<file path="config.mk">
export PLATFORM = sky130hd
export DESIGN_NAME = isf_dev_flat
export DESIGN_NICKNAME = d
export VERILOG_FILES = /design/src/logic/isf_pkg.sv /design/src/logic/isf_if.sv /design/src/logic/isf_dev.sv /design/src/flat_wrapper.sv
export SDC_FILE = /design/constraint.sdc
export NUM_CORES = 1
export LEC_CHECK = 0
export ABC_AREA = 1
export BUFFER_PORTS_ARGS = -buffer_cell sky130_fd_sc_hd__buf_4
export CAP_MARGIN = 40
export CORE_MARGIN = 1
export CORE_UTILIZATION = 29
export CTS_BUF_LIST = sky130_fd_sc_hd__clkbuf_4 sky130_fd_sc_hd__clkbuf_8 sky130_fd_sc_hd__clkbuf_16
export CTS_CLUSTER_SIZE = 30
export DETAILED_ROUTE_END_ITERATION = 8
export MAX_ROUTING_LAYER = met4
export PLACE_DENSITY = 0.51
export SLEW_MARGIN = 20
export SYNTH_ARGS = -nofsm -noshare
export SYNTH_HDL_FRONTEND = slang
export SYNTH_SLANG_ARGS = --single-unit
export TNS_END_PERCENT = 50
</file>
<file path="constraint.sdc">
create_clock -name hclk -period 2.5 [get_ports hclk]
set_clock_uncertainty 0.05 [all_clocks]
set_input_delay 0.5 -clock hclk [delete_from_list [all_inputs] [get_ports hclk]]
set_output_delay 0.5 -clock hclk [all_outputs]
set_load 0.02 [all_outputs]
</file>
<file path="src/logic/isf_pkg.sv">
// Constants, encodings and register map shared by both ends of the interrupt block
package isf_pkg;
	localparam int PC_W = 13;
	localparam logic [12:0] RESET_VEC = 13'h0000;
	localparam logic [12:0] INT_VEC = 13'h0004;
	// Quarter phases, one hclk each
	localparam logic [1:0] Q1 = 2'h0;
	localparam logic [1:0] Q4 = 2'h3;
	localparam int HCLK_NS = 8;
	localparam int INSTR_CYCLE_TIME_NS = 32;
	localparam int INSTR_CYCLES = INSTR_CYCLE_TIME_NS / HCLK_NS;
	// Device register indices on the core port
	localparam logic [3:0] A_INT_CTRL = 4'h0;
	localparam logic [3:0] A_FLAGS1 = 4'h1;
	localparam logic [3:0] A_FLAGS2 = 4'h2;
	localparam logic [3:0] A_ENAB1 = 4'h3;
	localparam logic [3:0] A_ENAB2 = 4'h4;
	localparam logic [3:0] A_RXDATA = 4'h5;
	// int_control_reg bits
	localparam int B_GLOBAL_EN = 7;
	localparam int B_GROUP_EN = 6;
	localparam int B_INTE = 4;
	localparam int B_PIN_FLAG = 1;
	// periph_flags_1 bits
	localparam int B_T1G = 7;
	localparam int B_ADC = 6;
	localparam int B_RX = 5;
	localparam int B_TX = 4;
	localparam int B_SSP = 3;
	localparam int B_CCP = 2;
	localparam int B_T2 = 1;
	localparam int B_T1 = 0;
	localparam logic [7:0] FLAGS1_STICKY = 8'h4F;
	localparam logic [7:0] REG_RST = 8'h00;
	localparam logic [1:0] CCP_CAPTURE = 2'h0;
	localparam logic [1:0] CCP_COMPARE = 2'h1;
	// Host AHB-Lite register byte offsets
	localparam logic [7:0] H_ACCESS = 8'h00;
	localparam logic [7:0] H_OP = 8'h04;
	localparam logic [7:0] H_EVENTS = 8'h08;
	localparam logic [7:0] H_LEVELS = 8'h0C;
	localparam logic [7:0] H_STATUS = 8'h10;
	typedef enum logic [2:0] {
		ST_RUN = 3'h0,
		ST_VEC = 3'h1,
		ST_FLUSH = 3'h2,
		ST_SLEEP = 3'h3,
		ST_WAKE = 3'h4
	} isf_state_e;
	typedef enum logic [1:0] {
		OP_STEP = 2'h0,
		OP_RET = 2'h1,
		OP_SLEEP = 2'h2
	} isf_op_e;
endpackage

</file>
<file path="src/logic/isf_if.sv">
// Link between the interrupt sequencer and the core/peripheral side
`timescale 1ns/1ps
interface isf_if;
	logic [3:0] reg_addr;
	logic reg_wr;
	logic reg_rd;
	logic [7:0] reg_wdata;
	logic [7:0] reg_rdata;
	logic [1:0] q_phase;
	logic [12:0] pc;
	logic exec_valid;
	logic irq_taken;
	logic sleeping;
	logic [1:0] op;
	logic ext_pin;
	logic t1_gate_active;
	logic adc_done;
	logic rx_full;
	logic rx_rd;
	logic [7:0] rx_byte;
	logic tx_empty;
	logic ssp_done;
	logic ccp_capture;
	logic ccp_compare;
	logic [1:0] ccp_mode;
	logic t2_match;
	logic t1_ovf;
	logic [7:0] evt2;
	modport dev(input reg_addr, reg_wr, reg_rd, reg_wdata, op, ext_pin, t1_gate_active, adc_done, rx_full,
		rx_byte, tx_empty, ssp_done, ccp_capture, ccp_compare, ccp_mode, t2_match, t1_ovf, evt2,
		output reg_rdata, q_phase, pc, exec_valid, irq_taken, sleeping, rx_rd);
	modport host(output reg_addr, reg_wr, reg_rd, reg_wdata, op, ext_pin, t1_gate_active, adc_done, rx_full,
		rx_byte, tx_empty, ssp_done, ccp_capture, ccp_compare, ccp_mode, t2_match, t1_ovf, evt2,
		input reg_rdata, q_phase, pc, exec_valid, irq_taken, sleeping, rx_rd);
endinterface

</file>
<file path="src/logic/isf_dev.sv">
// Interrupt flags, enables and vectoring sequencer of the core
`timescale 1ns/1ps
module isf_dev #(
	parameter int STACK_DEPTH = 8
) (
	input wire logic hclk,
	input wire logic hresetn,
	isf_if.dev lnk
);
	localparam int SP_W = $clog2(STACK_DEPTH);

	// Refused at elaboration: the stack pointer wraps by its bit width
	if (STACK_DEPTH < 2 || (STACK_DEPTH & (STACK_DEPTH - 1)) != 0) begin : g_depth_check
		$error("STACK_DEPTH must be a power of two, at least 2");
	end

	// ----------------------------------------
	// State
	// ----------------------------------------
	logic [1:0] q_reg, q_next;
	logic [2:0] pin_sync_reg, pin_sync_next;
	logic pin_lvl_reg, pin_lvl_next;
	logic pin_pend_reg, pin_pend_next;
	logic global_en_reg, global_en_next;
	logic group_en_reg, group_en_next;
	logic inte_reg, inte_next;
	logic pin_flag_reg, pin_flag_next;
	logic [7:0] flags1_reg, flags1_next;
	logic [7:0] flags2_reg, flags2_next;
	logic [7:0] enab1_reg, enab1_next;
	logic [7:0] enab2_reg, enab2_next;
	logic [7:0] rdata_reg, rdata_next;
	logic rx_rd_reg, rx_rd_next;
	isf_pkg::isf_state_e state_reg, state_next;
	logic [12:0] pc_reg, pc_next;
	logic [SP_W-1:0] sp_reg, sp_next;
	logic exec_reg, exec_next;
	logic taken_reg, taken_next;
	logic sleep_reg, sleep_next;
	logic [12:0] stack_mem [STACK_DEPTH];

	logic q1, q4, pin_rise, pin_flag_set, ccp_set, any_en, irq, push;
	logic [7:0] flags1_view, set1;
	logic [12:0] pc_inc;

	// ----------------------------------------
	// Flags, enables and register port
	// ----------------------------------------
	always_comb begin
		q_next = q_reg + 2'h1;
		q1 = q_reg == isf_pkg::Q1;
		q4 = q_reg == isf_pkg::Q4;
		// Only the second and third stages are looked at
		pin_sync_next = {pin_sync_reg[1:0], lnk.ext_pin};
		pin_lvl_next = (pin_sync_reg[1] == pin_sync_reg[2]) ? pin_sync_reg[2] : pin_lvl_reg;
		pin_rise = pin_sync_reg[1] & pin_sync_reg[2] & ~pin_lvl_reg;
		// Edge waits for the Q4-Q1 window before the flag may set
		pin_flag_set = (pin_pend_reg | pin_rise) & (q4 | q1);
		pin_pend_next = (pin_pend_reg | pin_rise) & ~(q4 | q1);
		// Compare flag only in compare mode, capture only in capture, none in PWM
		ccp_set = (lnk.ccp_capture && lnk.ccp_mode == isf_pkg::CCP_CAPTURE) ||
			(lnk.ccp_compare && lnk.ccp_mode == isf_pkg::CCP_COMPARE);
		set1 = 8'h00;
		set1[isf_pkg::B_ADC] = lnk.adc_done;
		set1[isf_pkg::B_SSP] = lnk.ssp_done;
		set1[isf_pkg::B_CCP] = ccp_set;
		set1[isf_pkg::B_T2] = lnk.t2_match;
		set1[isf_pkg::B_T1] = lnk.t1_ovf;
		flags1_view = flags1_reg;
		flags1_view[isf_pkg::B_T1G] = ~lnk.t1_gate_active;
		flags1_view[isf_pkg::B_RX] = lnk.rx_full;
		flags1_view[isf_pkg::B_TX] = lnk.tx_empty;

		group_en_next = group_en_reg;
		inte_next = inte_reg;
		pin_flag_next = pin_flag_reg | pin_flag_set;
		flags1_next = flags1_reg | set1;
		flags2_next = flags2_reg | lnk.evt2;
		enab1_next = enab1_reg;
		enab2_next = enab2_reg;
		global_en_next = global_en_reg;
		if (lnk.reg_wr) begin
			case (lnk.reg_addr)
				isf_pkg::A_INT_CTRL: begin
					global_en_next = lnk.reg_wdata[isf_pkg::B_GLOBAL_EN];
					group_en_next = lnk.reg_wdata[isf_pkg::B_GROUP_EN];
					inte_next = lnk.reg_wdata[isf_pkg::B_INTE];
					pin_flag_next = lnk.reg_wdata[isf_pkg::B_PIN_FLAG] | pin_flag_set;
				end
				// A hardware set in the same cycle as a clear wins
				isf_pkg::A_FLAGS1: flags1_next = (lnk.reg_wdata & isf_pkg::FLAGS1_STICKY) | set1;
				isf_pkg::A_FLAGS2: flags2_next = lnk.reg_wdata | lnk.evt2;
				isf_pkg::A_ENAB1: enab1_next = lnk.reg_wdata;
				isf_pkg::A_ENAB2: enab2_next = lnk.reg_wdata;
				default: ;
			endcase
		end

		rx_rd_next = lnk.reg_rd && lnk.reg_addr == isf_pkg::A_RXDATA;
		rdata_next = rdata_reg;
		if (lnk.reg_rd) begin
			case (lnk.reg_addr)
				isf_pkg::A_INT_CTRL: begin
					rdata_next = 8'h00;
					rdata_next[isf_pkg::B_GLOBAL_EN] = global_en_reg;
					rdata_next[isf_pkg::B_GROUP_EN] = group_en_reg;
					rdata_next[isf_pkg::B_INTE] = inte_reg;
					rdata_next[isf_pkg::B_PIN_FLAG] = pin_flag_reg;
				end
				isf_pkg::A_FLAGS1: rdata_next = flags1_view;
				isf_pkg::A_FLAGS2: rdata_next = flags2_reg;
				isf_pkg::A_ENAB1: rdata_next = enab1_reg;
				isf_pkg::A_ENAB2: rdata_next = enab2_reg;
				isf_pkg::A_RXDATA: rdata_next = lnk.rx_byte;
				default: rdata_next = 8'h00;
			endcase
		end

		// ----------------------------------------
		// Request and sequencing
		// ----------------------------------------
		any_en = (inte_reg & pin_flag_reg) |
			(group_en_reg & (|(flags1_view & enab1_reg) | |(flags2_reg & enab2_reg)));
		irq = global_en_reg & any_en;
		pc_inc = pc_reg + 13'h0001;
		state_next = state_reg;
		pc_next = pc_reg;
		sp_next = sp_reg;
		push = 1'b0;
		taken_next = 1'b0;
		case (state_reg)
			isf_pkg::ST_RUN: begin
				if (q1 && irq) begin
					// Decided at Q1 whatever the instruction's length
					state_next = isf_pkg::ST_VEC;
				end else if (q4) begin
					case (lnk.op)
						isf_pkg::OP_RET: begin
							sp_next = sp_reg - 1'b1;
							pc_next = stack_mem[sp_reg - 1'b1];
							global_en_next = 1'b1;
							state_next = isf_pkg::ST_FLUSH;
						end
						isf_pkg::OP_SLEEP: begin
							pc_next = pc_inc;
							state_next = isf_pkg::ST_SLEEP;
						end
						default: pc_next = pc_inc;
					endcase
				end
			end
			isf_pkg::ST_VEC, isf_pkg::ST_WAKE: begin
				if (q4) begin
					// Prefetched instruction is dropped by the flush cycle
					push = 1'b1;
					sp_next = sp_reg + 1'b1;
					pc_next = isf_pkg::INT_VEC;
					global_en_next = 1'b0;
					taken_next = 1'b1;
					state_next = isf_pkg::ST_FLUSH;
				end
			end
			isf_pkg::ST_FLUSH: begin
				if (q4) begin
					pc_next = pc_inc;
					state_next = isf_pkg::ST_RUN;
				end
			end
			isf_pkg::ST_SLEEP: begin
				if (q4 && any_en) begin
					state_next = global_en_reg ? isf_pkg::ST_WAKE : isf_pkg::ST_RUN;
				end
			end
			default: state_next = isf_pkg::ST_RUN;
		endcase
		exec_next = state_next == isf_pkg::ST_RUN || state_next == isf_pkg::ST_VEC ||
			state_next == isf_pkg::ST_WAKE;
		sleep_next = state_next == isf_pkg::ST_SLEEP;
	end

	always_ff @(posedge hclk or negedge hresetn) begin
		if (!hresetn) begin
			q_reg <= isf_pkg::Q1;
			pin_sync_reg <= 3'h0;
			pin_lvl_reg <= 1'b0;
			pin_pend_reg <= 1'b0;
			global_en_reg <= 1'b0;
			group_en_reg <= 1'b0;
			inte_reg <= 1'b0;
			pin_flag_reg <= 1'b0;
			flags1_reg <= isf_pkg::REG_RST;
			flags2_reg <= isf_pkg::REG_RST;
			enab1_reg <= isf_pkg::REG_RST;
			enab2_reg <= isf_pkg::REG_RST;
			rdata_reg <= isf_pkg::REG_RST;
			rx_rd_reg <= 1'b0;
			state_reg <= isf_pkg::ST_RUN;
			pc_reg <= isf_pkg::RESET_VEC;
			sp_reg <= '0;
			exec_reg <= 1'b1;
			taken_reg <= 1'b0;
			sleep_reg <= 1'b0;
		end else begin
			q_reg <= q_next;
			pin_sync_reg <= pin_sync_next;
			pin_lvl_reg <= pin_lvl_next;
			pin_pend_reg <= pin_pend_next;
			global_en_reg <= global_en_next;
			group_en_reg <= group_en_next;
			inte_reg <= inte_next;
			pin_flag_reg <= pin_flag_next;
			flags1_reg <= flags1_next;
			flags2_reg <= flags2_next;
			enab1_reg <= enab1_next;
			enab2_reg <= enab2_next;
			rdata_reg <= rdata_next;
			rx_rd_reg <= rx_rd_next;
			state_reg <= state_next;
			pc_reg <= pc_next;
			sp_reg <= sp_next;
			exec_reg <= exec_next;
			taken_reg <= taken_next;
			sleep_reg <= sleep_next;
		end
	end

	// Return stack wraps on overflow, as a circular buffer
	always_ff @(posedge hclk) begin
		if (push) begin
			stack_mem[sp_reg] <= pc_inc;
		end
	end

	assign lnk.q_phase = q_reg;
	assign lnk.pc = pc_reg;
	assign lnk.exec_valid = exec_reg;
	assign lnk.irq_taken = taken_reg;
	assign lnk.sleeping = sleep_reg;
	assign lnk.reg_rdata = rdata_reg;
	assign lnk.rx_rd = rx_rd_reg;
endmodule

</file>
<file path="src/flat_wrapper.sv">
// flat-port wrapper written by rule: the top's interface ports become plain ports
module isf_dev_flat 
#(
	parameter int STACK_DEPTH = 8
)
  (hclk, hresetn, lnk_reg_addr, lnk_reg_wr, lnk_reg_rd, lnk_reg_wdata, lnk_op, lnk_ext_pin, lnk_t1_gate_active, lnk_adc_done, lnk_rx_full, lnk_rx_byte, lnk_tx_empty, lnk_ssp_done, lnk_ccp_capture, lnk_ccp_compare, lnk_ccp_mode, lnk_t2_match, lnk_t1_ovf, lnk_evt2, lnk_reg_rdata, lnk_q_phase, lnk_pc, lnk_exec_valid, lnk_irq_taken, lnk_sleeping, lnk_rx_rd);
  isf_if lnk_i ();
  input wire logic hclk;
  input wire logic hresetn;
  input wire logic [$bits(lnk_i.reg_addr)-1:0] lnk_reg_addr;
  input wire logic [$bits(lnk_i.reg_wr)-1:0] lnk_reg_wr;
  input wire logic [$bits(lnk_i.reg_rd)-1:0] lnk_reg_rd;
  input wire logic [$bits(lnk_i.reg_wdata)-1:0] lnk_reg_wdata;
  input wire logic [$bits(lnk_i.op)-1:0] lnk_op;
  input wire logic [$bits(lnk_i.ext_pin)-1:0] lnk_ext_pin;
  input wire logic [$bits(lnk_i.t1_gate_active)-1:0] lnk_t1_gate_active;
  input wire logic [$bits(lnk_i.adc_done)-1:0] lnk_adc_done;
  input wire logic [$bits(lnk_i.rx_full)-1:0] lnk_rx_full;
  input wire logic [$bits(lnk_i.rx_byte)-1:0] lnk_rx_byte;
  input wire logic [$bits(lnk_i.tx_empty)-1:0] lnk_tx_empty;
  input wire logic [$bits(lnk_i.ssp_done)-1:0] lnk_ssp_done;
  input wire logic [$bits(lnk_i.ccp_capture)-1:0] lnk_ccp_capture;
  input wire logic [$bits(lnk_i.ccp_compare)-1:0] lnk_ccp_compare;
  input wire logic [$bits(lnk_i.ccp_mode)-1:0] lnk_ccp_mode;
  input wire logic [$bits(lnk_i.t2_match)-1:0] lnk_t2_match;
  input wire logic [$bits(lnk_i.t1_ovf)-1:0] lnk_t1_ovf;
  input wire logic [$bits(lnk_i.evt2)-1:0] lnk_evt2;
  output wire logic [$bits(lnk_i.reg_rdata)-1:0] lnk_reg_rdata;
  output wire logic [$bits(lnk_i.q_phase)-1:0] lnk_q_phase;
  output wire logic [$bits(lnk_i.pc)-1:0] lnk_pc;
  output wire logic [$bits(lnk_i.exec_valid)-1:0] lnk_exec_valid;
  output wire logic [$bits(lnk_i.irq_taken)-1:0] lnk_irq_taken;
  output wire logic [$bits(lnk_i.sleeping)-1:0] lnk_sleeping;
  output wire logic [$bits(lnk_i.rx_rd)-1:0] lnk_rx_rd;
  assign lnk_i.reg_addr = lnk_reg_addr;
  assign lnk_i.reg_wr = lnk_reg_wr;
  assign lnk_i.reg_rd = lnk_reg_rd;
  assign lnk_i.reg_wdata = lnk_reg_wdata;
  assign lnk_i.op = lnk_op;
  assign lnk_i.ext_pin = lnk_ext_pin;
  assign lnk_i.t1_gate_active = lnk_t1_gate_active;
  assign lnk_i.adc_done = lnk_adc_done;
  assign lnk_i.rx_full = lnk_rx_full;
  assign lnk_i.rx_byte = lnk_rx_byte;
  assign lnk_i.tx_empty = lnk_tx_empty;
  assign lnk_i.ssp_done = lnk_ssp_done;
  assign lnk_i.ccp_capture = lnk_ccp_capture;
  assign lnk_i.ccp_compare = lnk_ccp_compare;
  assign lnk_i.ccp_mode = lnk_ccp_mode;
  assign lnk_i.t2_match = lnk_t2_match;
  assign lnk_i.t1_ovf = lnk_t1_ovf;
  assign lnk_i.evt2 = lnk_evt2;
  assign lnk_reg_rdata = lnk_i.reg_rdata;
  assign lnk_q_phase = lnk_i.q_phase;
  assign lnk_pc = lnk_i.pc;
  assign lnk_exec_valid = lnk_i.exec_valid;
  assign lnk_irq_taken = lnk_i.irq_taken;
  assign lnk_sleeping = lnk_i.sleeping;
  assign lnk_rx_rd = lnk_i.rx_rd;
  isf_dev #(.STACK_DEPTH(STACK_DEPTH)) u_core (.hclk(hclk), .hresetn(hresetn), .lnk(lnk_i));
endmodule
</file>
==> flow_summary.yaml <==
route:
  drc: 0
  dr.first_iter.drc_count: 480
  routed_wl_microns: 21700
  routed_wire_length_per_instance_microns: 17.2
  drt_first_pass_iters: 7
  route.detailed.vias_per_inst: 4.75
  detailroute.via_count: 5968
  detail-route-antenna-nets: 0
logic_synthesis:
  ys_top_cells_by_area: "edfxtp_1, dfrtp_1, nand2_1, o21ai_0, nor2_1"
  synth_top_area_share_pct: 39.5
  netlist-cell-type-count: 39
  syn_nets: 854
  edff_count_synth: 104
  synth.avg_cell_area_sq_um: 9.89
  synth-seq-cells: 175
  ys_warn_count: 0
  synth_common_cells: "nand2_1, edfxtp_1, o21ai_0"
  synthesis.area_sq_mm: 0.00791
  async_reset_ff_share_pct: 40.6
  yosys.cell_count.top_type: "nand2_1"
  synth_flop_cell: "edfxtp_1"
  netlist.top_cell.by_area: "edfxtp_1"
  synth.yosys.seq_area_share_pct: 61.9
  netlist_instances: 800
worst_hold_path:
  hold-path-cell-count: 1
  hold-path-endpoint: "u_core.pin_sync_reg[0]"
  min-delay-start: "lnk_ext_pin"
  hold_path_class: "in -> reg"
clock_network:
  tritoncts: "built"
  root_buffer: "clkbuf_16"
  clock_buffers_created_by_tritoncts: 17
  cts.sink_count: 175
  cts-resized-gates: 0
  cts_setup_buffers: 0
  clock_tree.buffer_depth: 2
  clk_latency_ps: 430
  h-tree-depth: 4
  clkTransAtPathRegs_ps: 70
cells_and_area:
  largest_reg_flops: 104
  flow.area_growth_from_synthesis_pct: 21.5
  stdcell_count: 1256
  n_antenna_cell: 0
  postLayoutCellArea_sq_mm: 0.00962
  final_layout_size_suffix_gt1_share_pct: 19.6
  final_net_count: 957
  fin_util_pct: 35.8
global_routing:
  grt_max_degree: 56
  grt_overflow: 0
  grt_antenna_before_repair: 0
  grt_util_all_layers_pct: 16.6
  grt_pass1_vias: 6001
  global_route_wire_length_before_repair_microns: 34100
worst_setup_path:
  setup.worst_path.start: "u_core.lnk.pc[0]"
  r2r_end: "u_core.lnk.pc[10]"
  cp.required_ps: 2820
  cell_type_group_with_the_largest_total_delay_on_the_critical_path: "simple AND/OR/NAND/NOR gates"
  r2r.worst_path.cells: 9
  crit_path_top_delay_cell: "xnor2_1"
  cpPeakStageDelay_ps: 600
  cpMostUsedCell: "nand2_1"
  critical_path_cell_sequence: "ha_1 > nand2_1 > nor3_2 > nand4_1 > xnor2_1 > nand2_1 > nand2_1 > nand2_1 > nand2_1"
  cp_data_arrival_time_ps: 2540
  cp-start-kind: "flip-flop"
  crit_path_max_fanout: 9
  timing.setup.critical_path_class: "reg -> reg"
  worst_setup_path_end_kind: "flip-flop"
  critical_path_buf_inv_count: 0
  regToRegStartpoint: "u_core.lnk.pc[0]"
  reg2reg_setup_slack_ps: 280
power_and_ir_drop:
  power.density_cell_area_mw_per_mm2: 1060
  leakage_component_of_the_power_nw: 4.06
  design_power_total_mw: 10.2
  ir_drop_mv: 0.558
placement:
  post-place-ws_ps: 286
  placed_area_sq_mm: 0.00905
  place.port_buffers: 72
  post-dp-hpwl_microns: 14800
  dpl.cell_count: 1224
  place_congestion: 0.857
timing:
  slew_viol_final: 0
  slew-limit-headroom_pct: 51.5
  grt_setup_unrepaired: "no"
  tns_ps: 0
  layout_min_cycle_time_ps: 2220
  timing_worst_slew_pin_value_ps: 722
  hold_ws_ps: 130
  post-route-period-util_pct: 89.0
  setup-violations-final: 0
  layout_setup_ws_ps: 276
  fmaxAchievable_ghz: 0.450
  hold_viol: 0
floorplan:
  boundaryPins: 73
  die_ar_sq_mm: 0.0280
  die_h_microns: 167
  rows: 60
  initial_cell_density_of_the_core_pct: 29.4
  core_region_sq_mm: 0.0269
  dieWidth_microns: 167
job:
  max-cap-violations: 0
outcome:
  status: "completed"
[layout make-up]
cell class | count | area, sq um
multi-input cells | 531 | 2620
well taps | 341 | 427
clock inverters | 12 | 109
repair buffers | 112 | 868
fillers | 2728 | 17300
inverters | 66 | 250
flip-flops and latches | 175 | 4900
clock buffers | 19 | 447
[what timing repair did]
action	4_1_cts	5_1_grt
setup endpoints to repair	0	0
endpoints found under the hold margin	9	0
hold buffers	1	0
[kinds of logic after synthesis]
kind of cell             Yosys count  synth area share [%]
AO/OA/AOI/OAI                    160                  11.2
XOR/XNOR                          13                  1.68
adder cells (fa/ha/maj)            8                  1.26
flip-flops                       175                  61.9
AND/OR/NAND/NOR                  350                  18.9
buffers and inverters             94                  5.01
[layout by cell type (no fill, tap or decap), drive strengths merged, types with 7 or more instances in the layout]
cell	synthesis	final
dfrtp	70	70
ha	8	8
clkbuf	10	19
nand3	46	46
nor2	97	97
xor2	10	10
nand4	8	8
inv	66	69
clkinv	0	7
edfxtp	104	104
a21oi	18	18
o21ai	97	97
nand2	193	193
o22ai	25	25
buf	18	111
[worst register-to-register path: cells and delay by family (launching register included)]
kind	cells	cell delay [ps]
simple gates	7	790
flops	1	480
xor+xnor	1	600
fa+ha+maj	1	230
[routing by layer]
layer | GRT usage (%) | part of all wire [%]
met1 | 22.1 | 47
met2 | 25.5 | 47
met3 | 3.26 | 5.0
met4 | 5.35 | 1.7
met5 | - | 0
[power by group]
part	total (mW)	internal, mW	switching [mW]	leakage (nW)
Clock	2.54	1.41	1.14	0.275
Combinational	3.80	1.33	2.47	1.99
Sequential	3.82	3.54	0.274	1.79
[how the worst max path moves through the flow]
| stage | end | depth (start not counted) |
|---|---|---|
| final | u_core.lnk.pc[10] | 9 |
| after global routing | u_core.lnk.pc[10] | 9 |
| after CTS | u_core.lnk.pc[10] | 9 |
| after detailed placement | u_core.lnk.pc[10] | 9 |
| after global placement | u_core.stack_mem[7][6] | 8 |
| after floorplan | u_core.stack_mem[1][0] | 5 |
No activity file was read; power rests on OpenSTA's default activity.
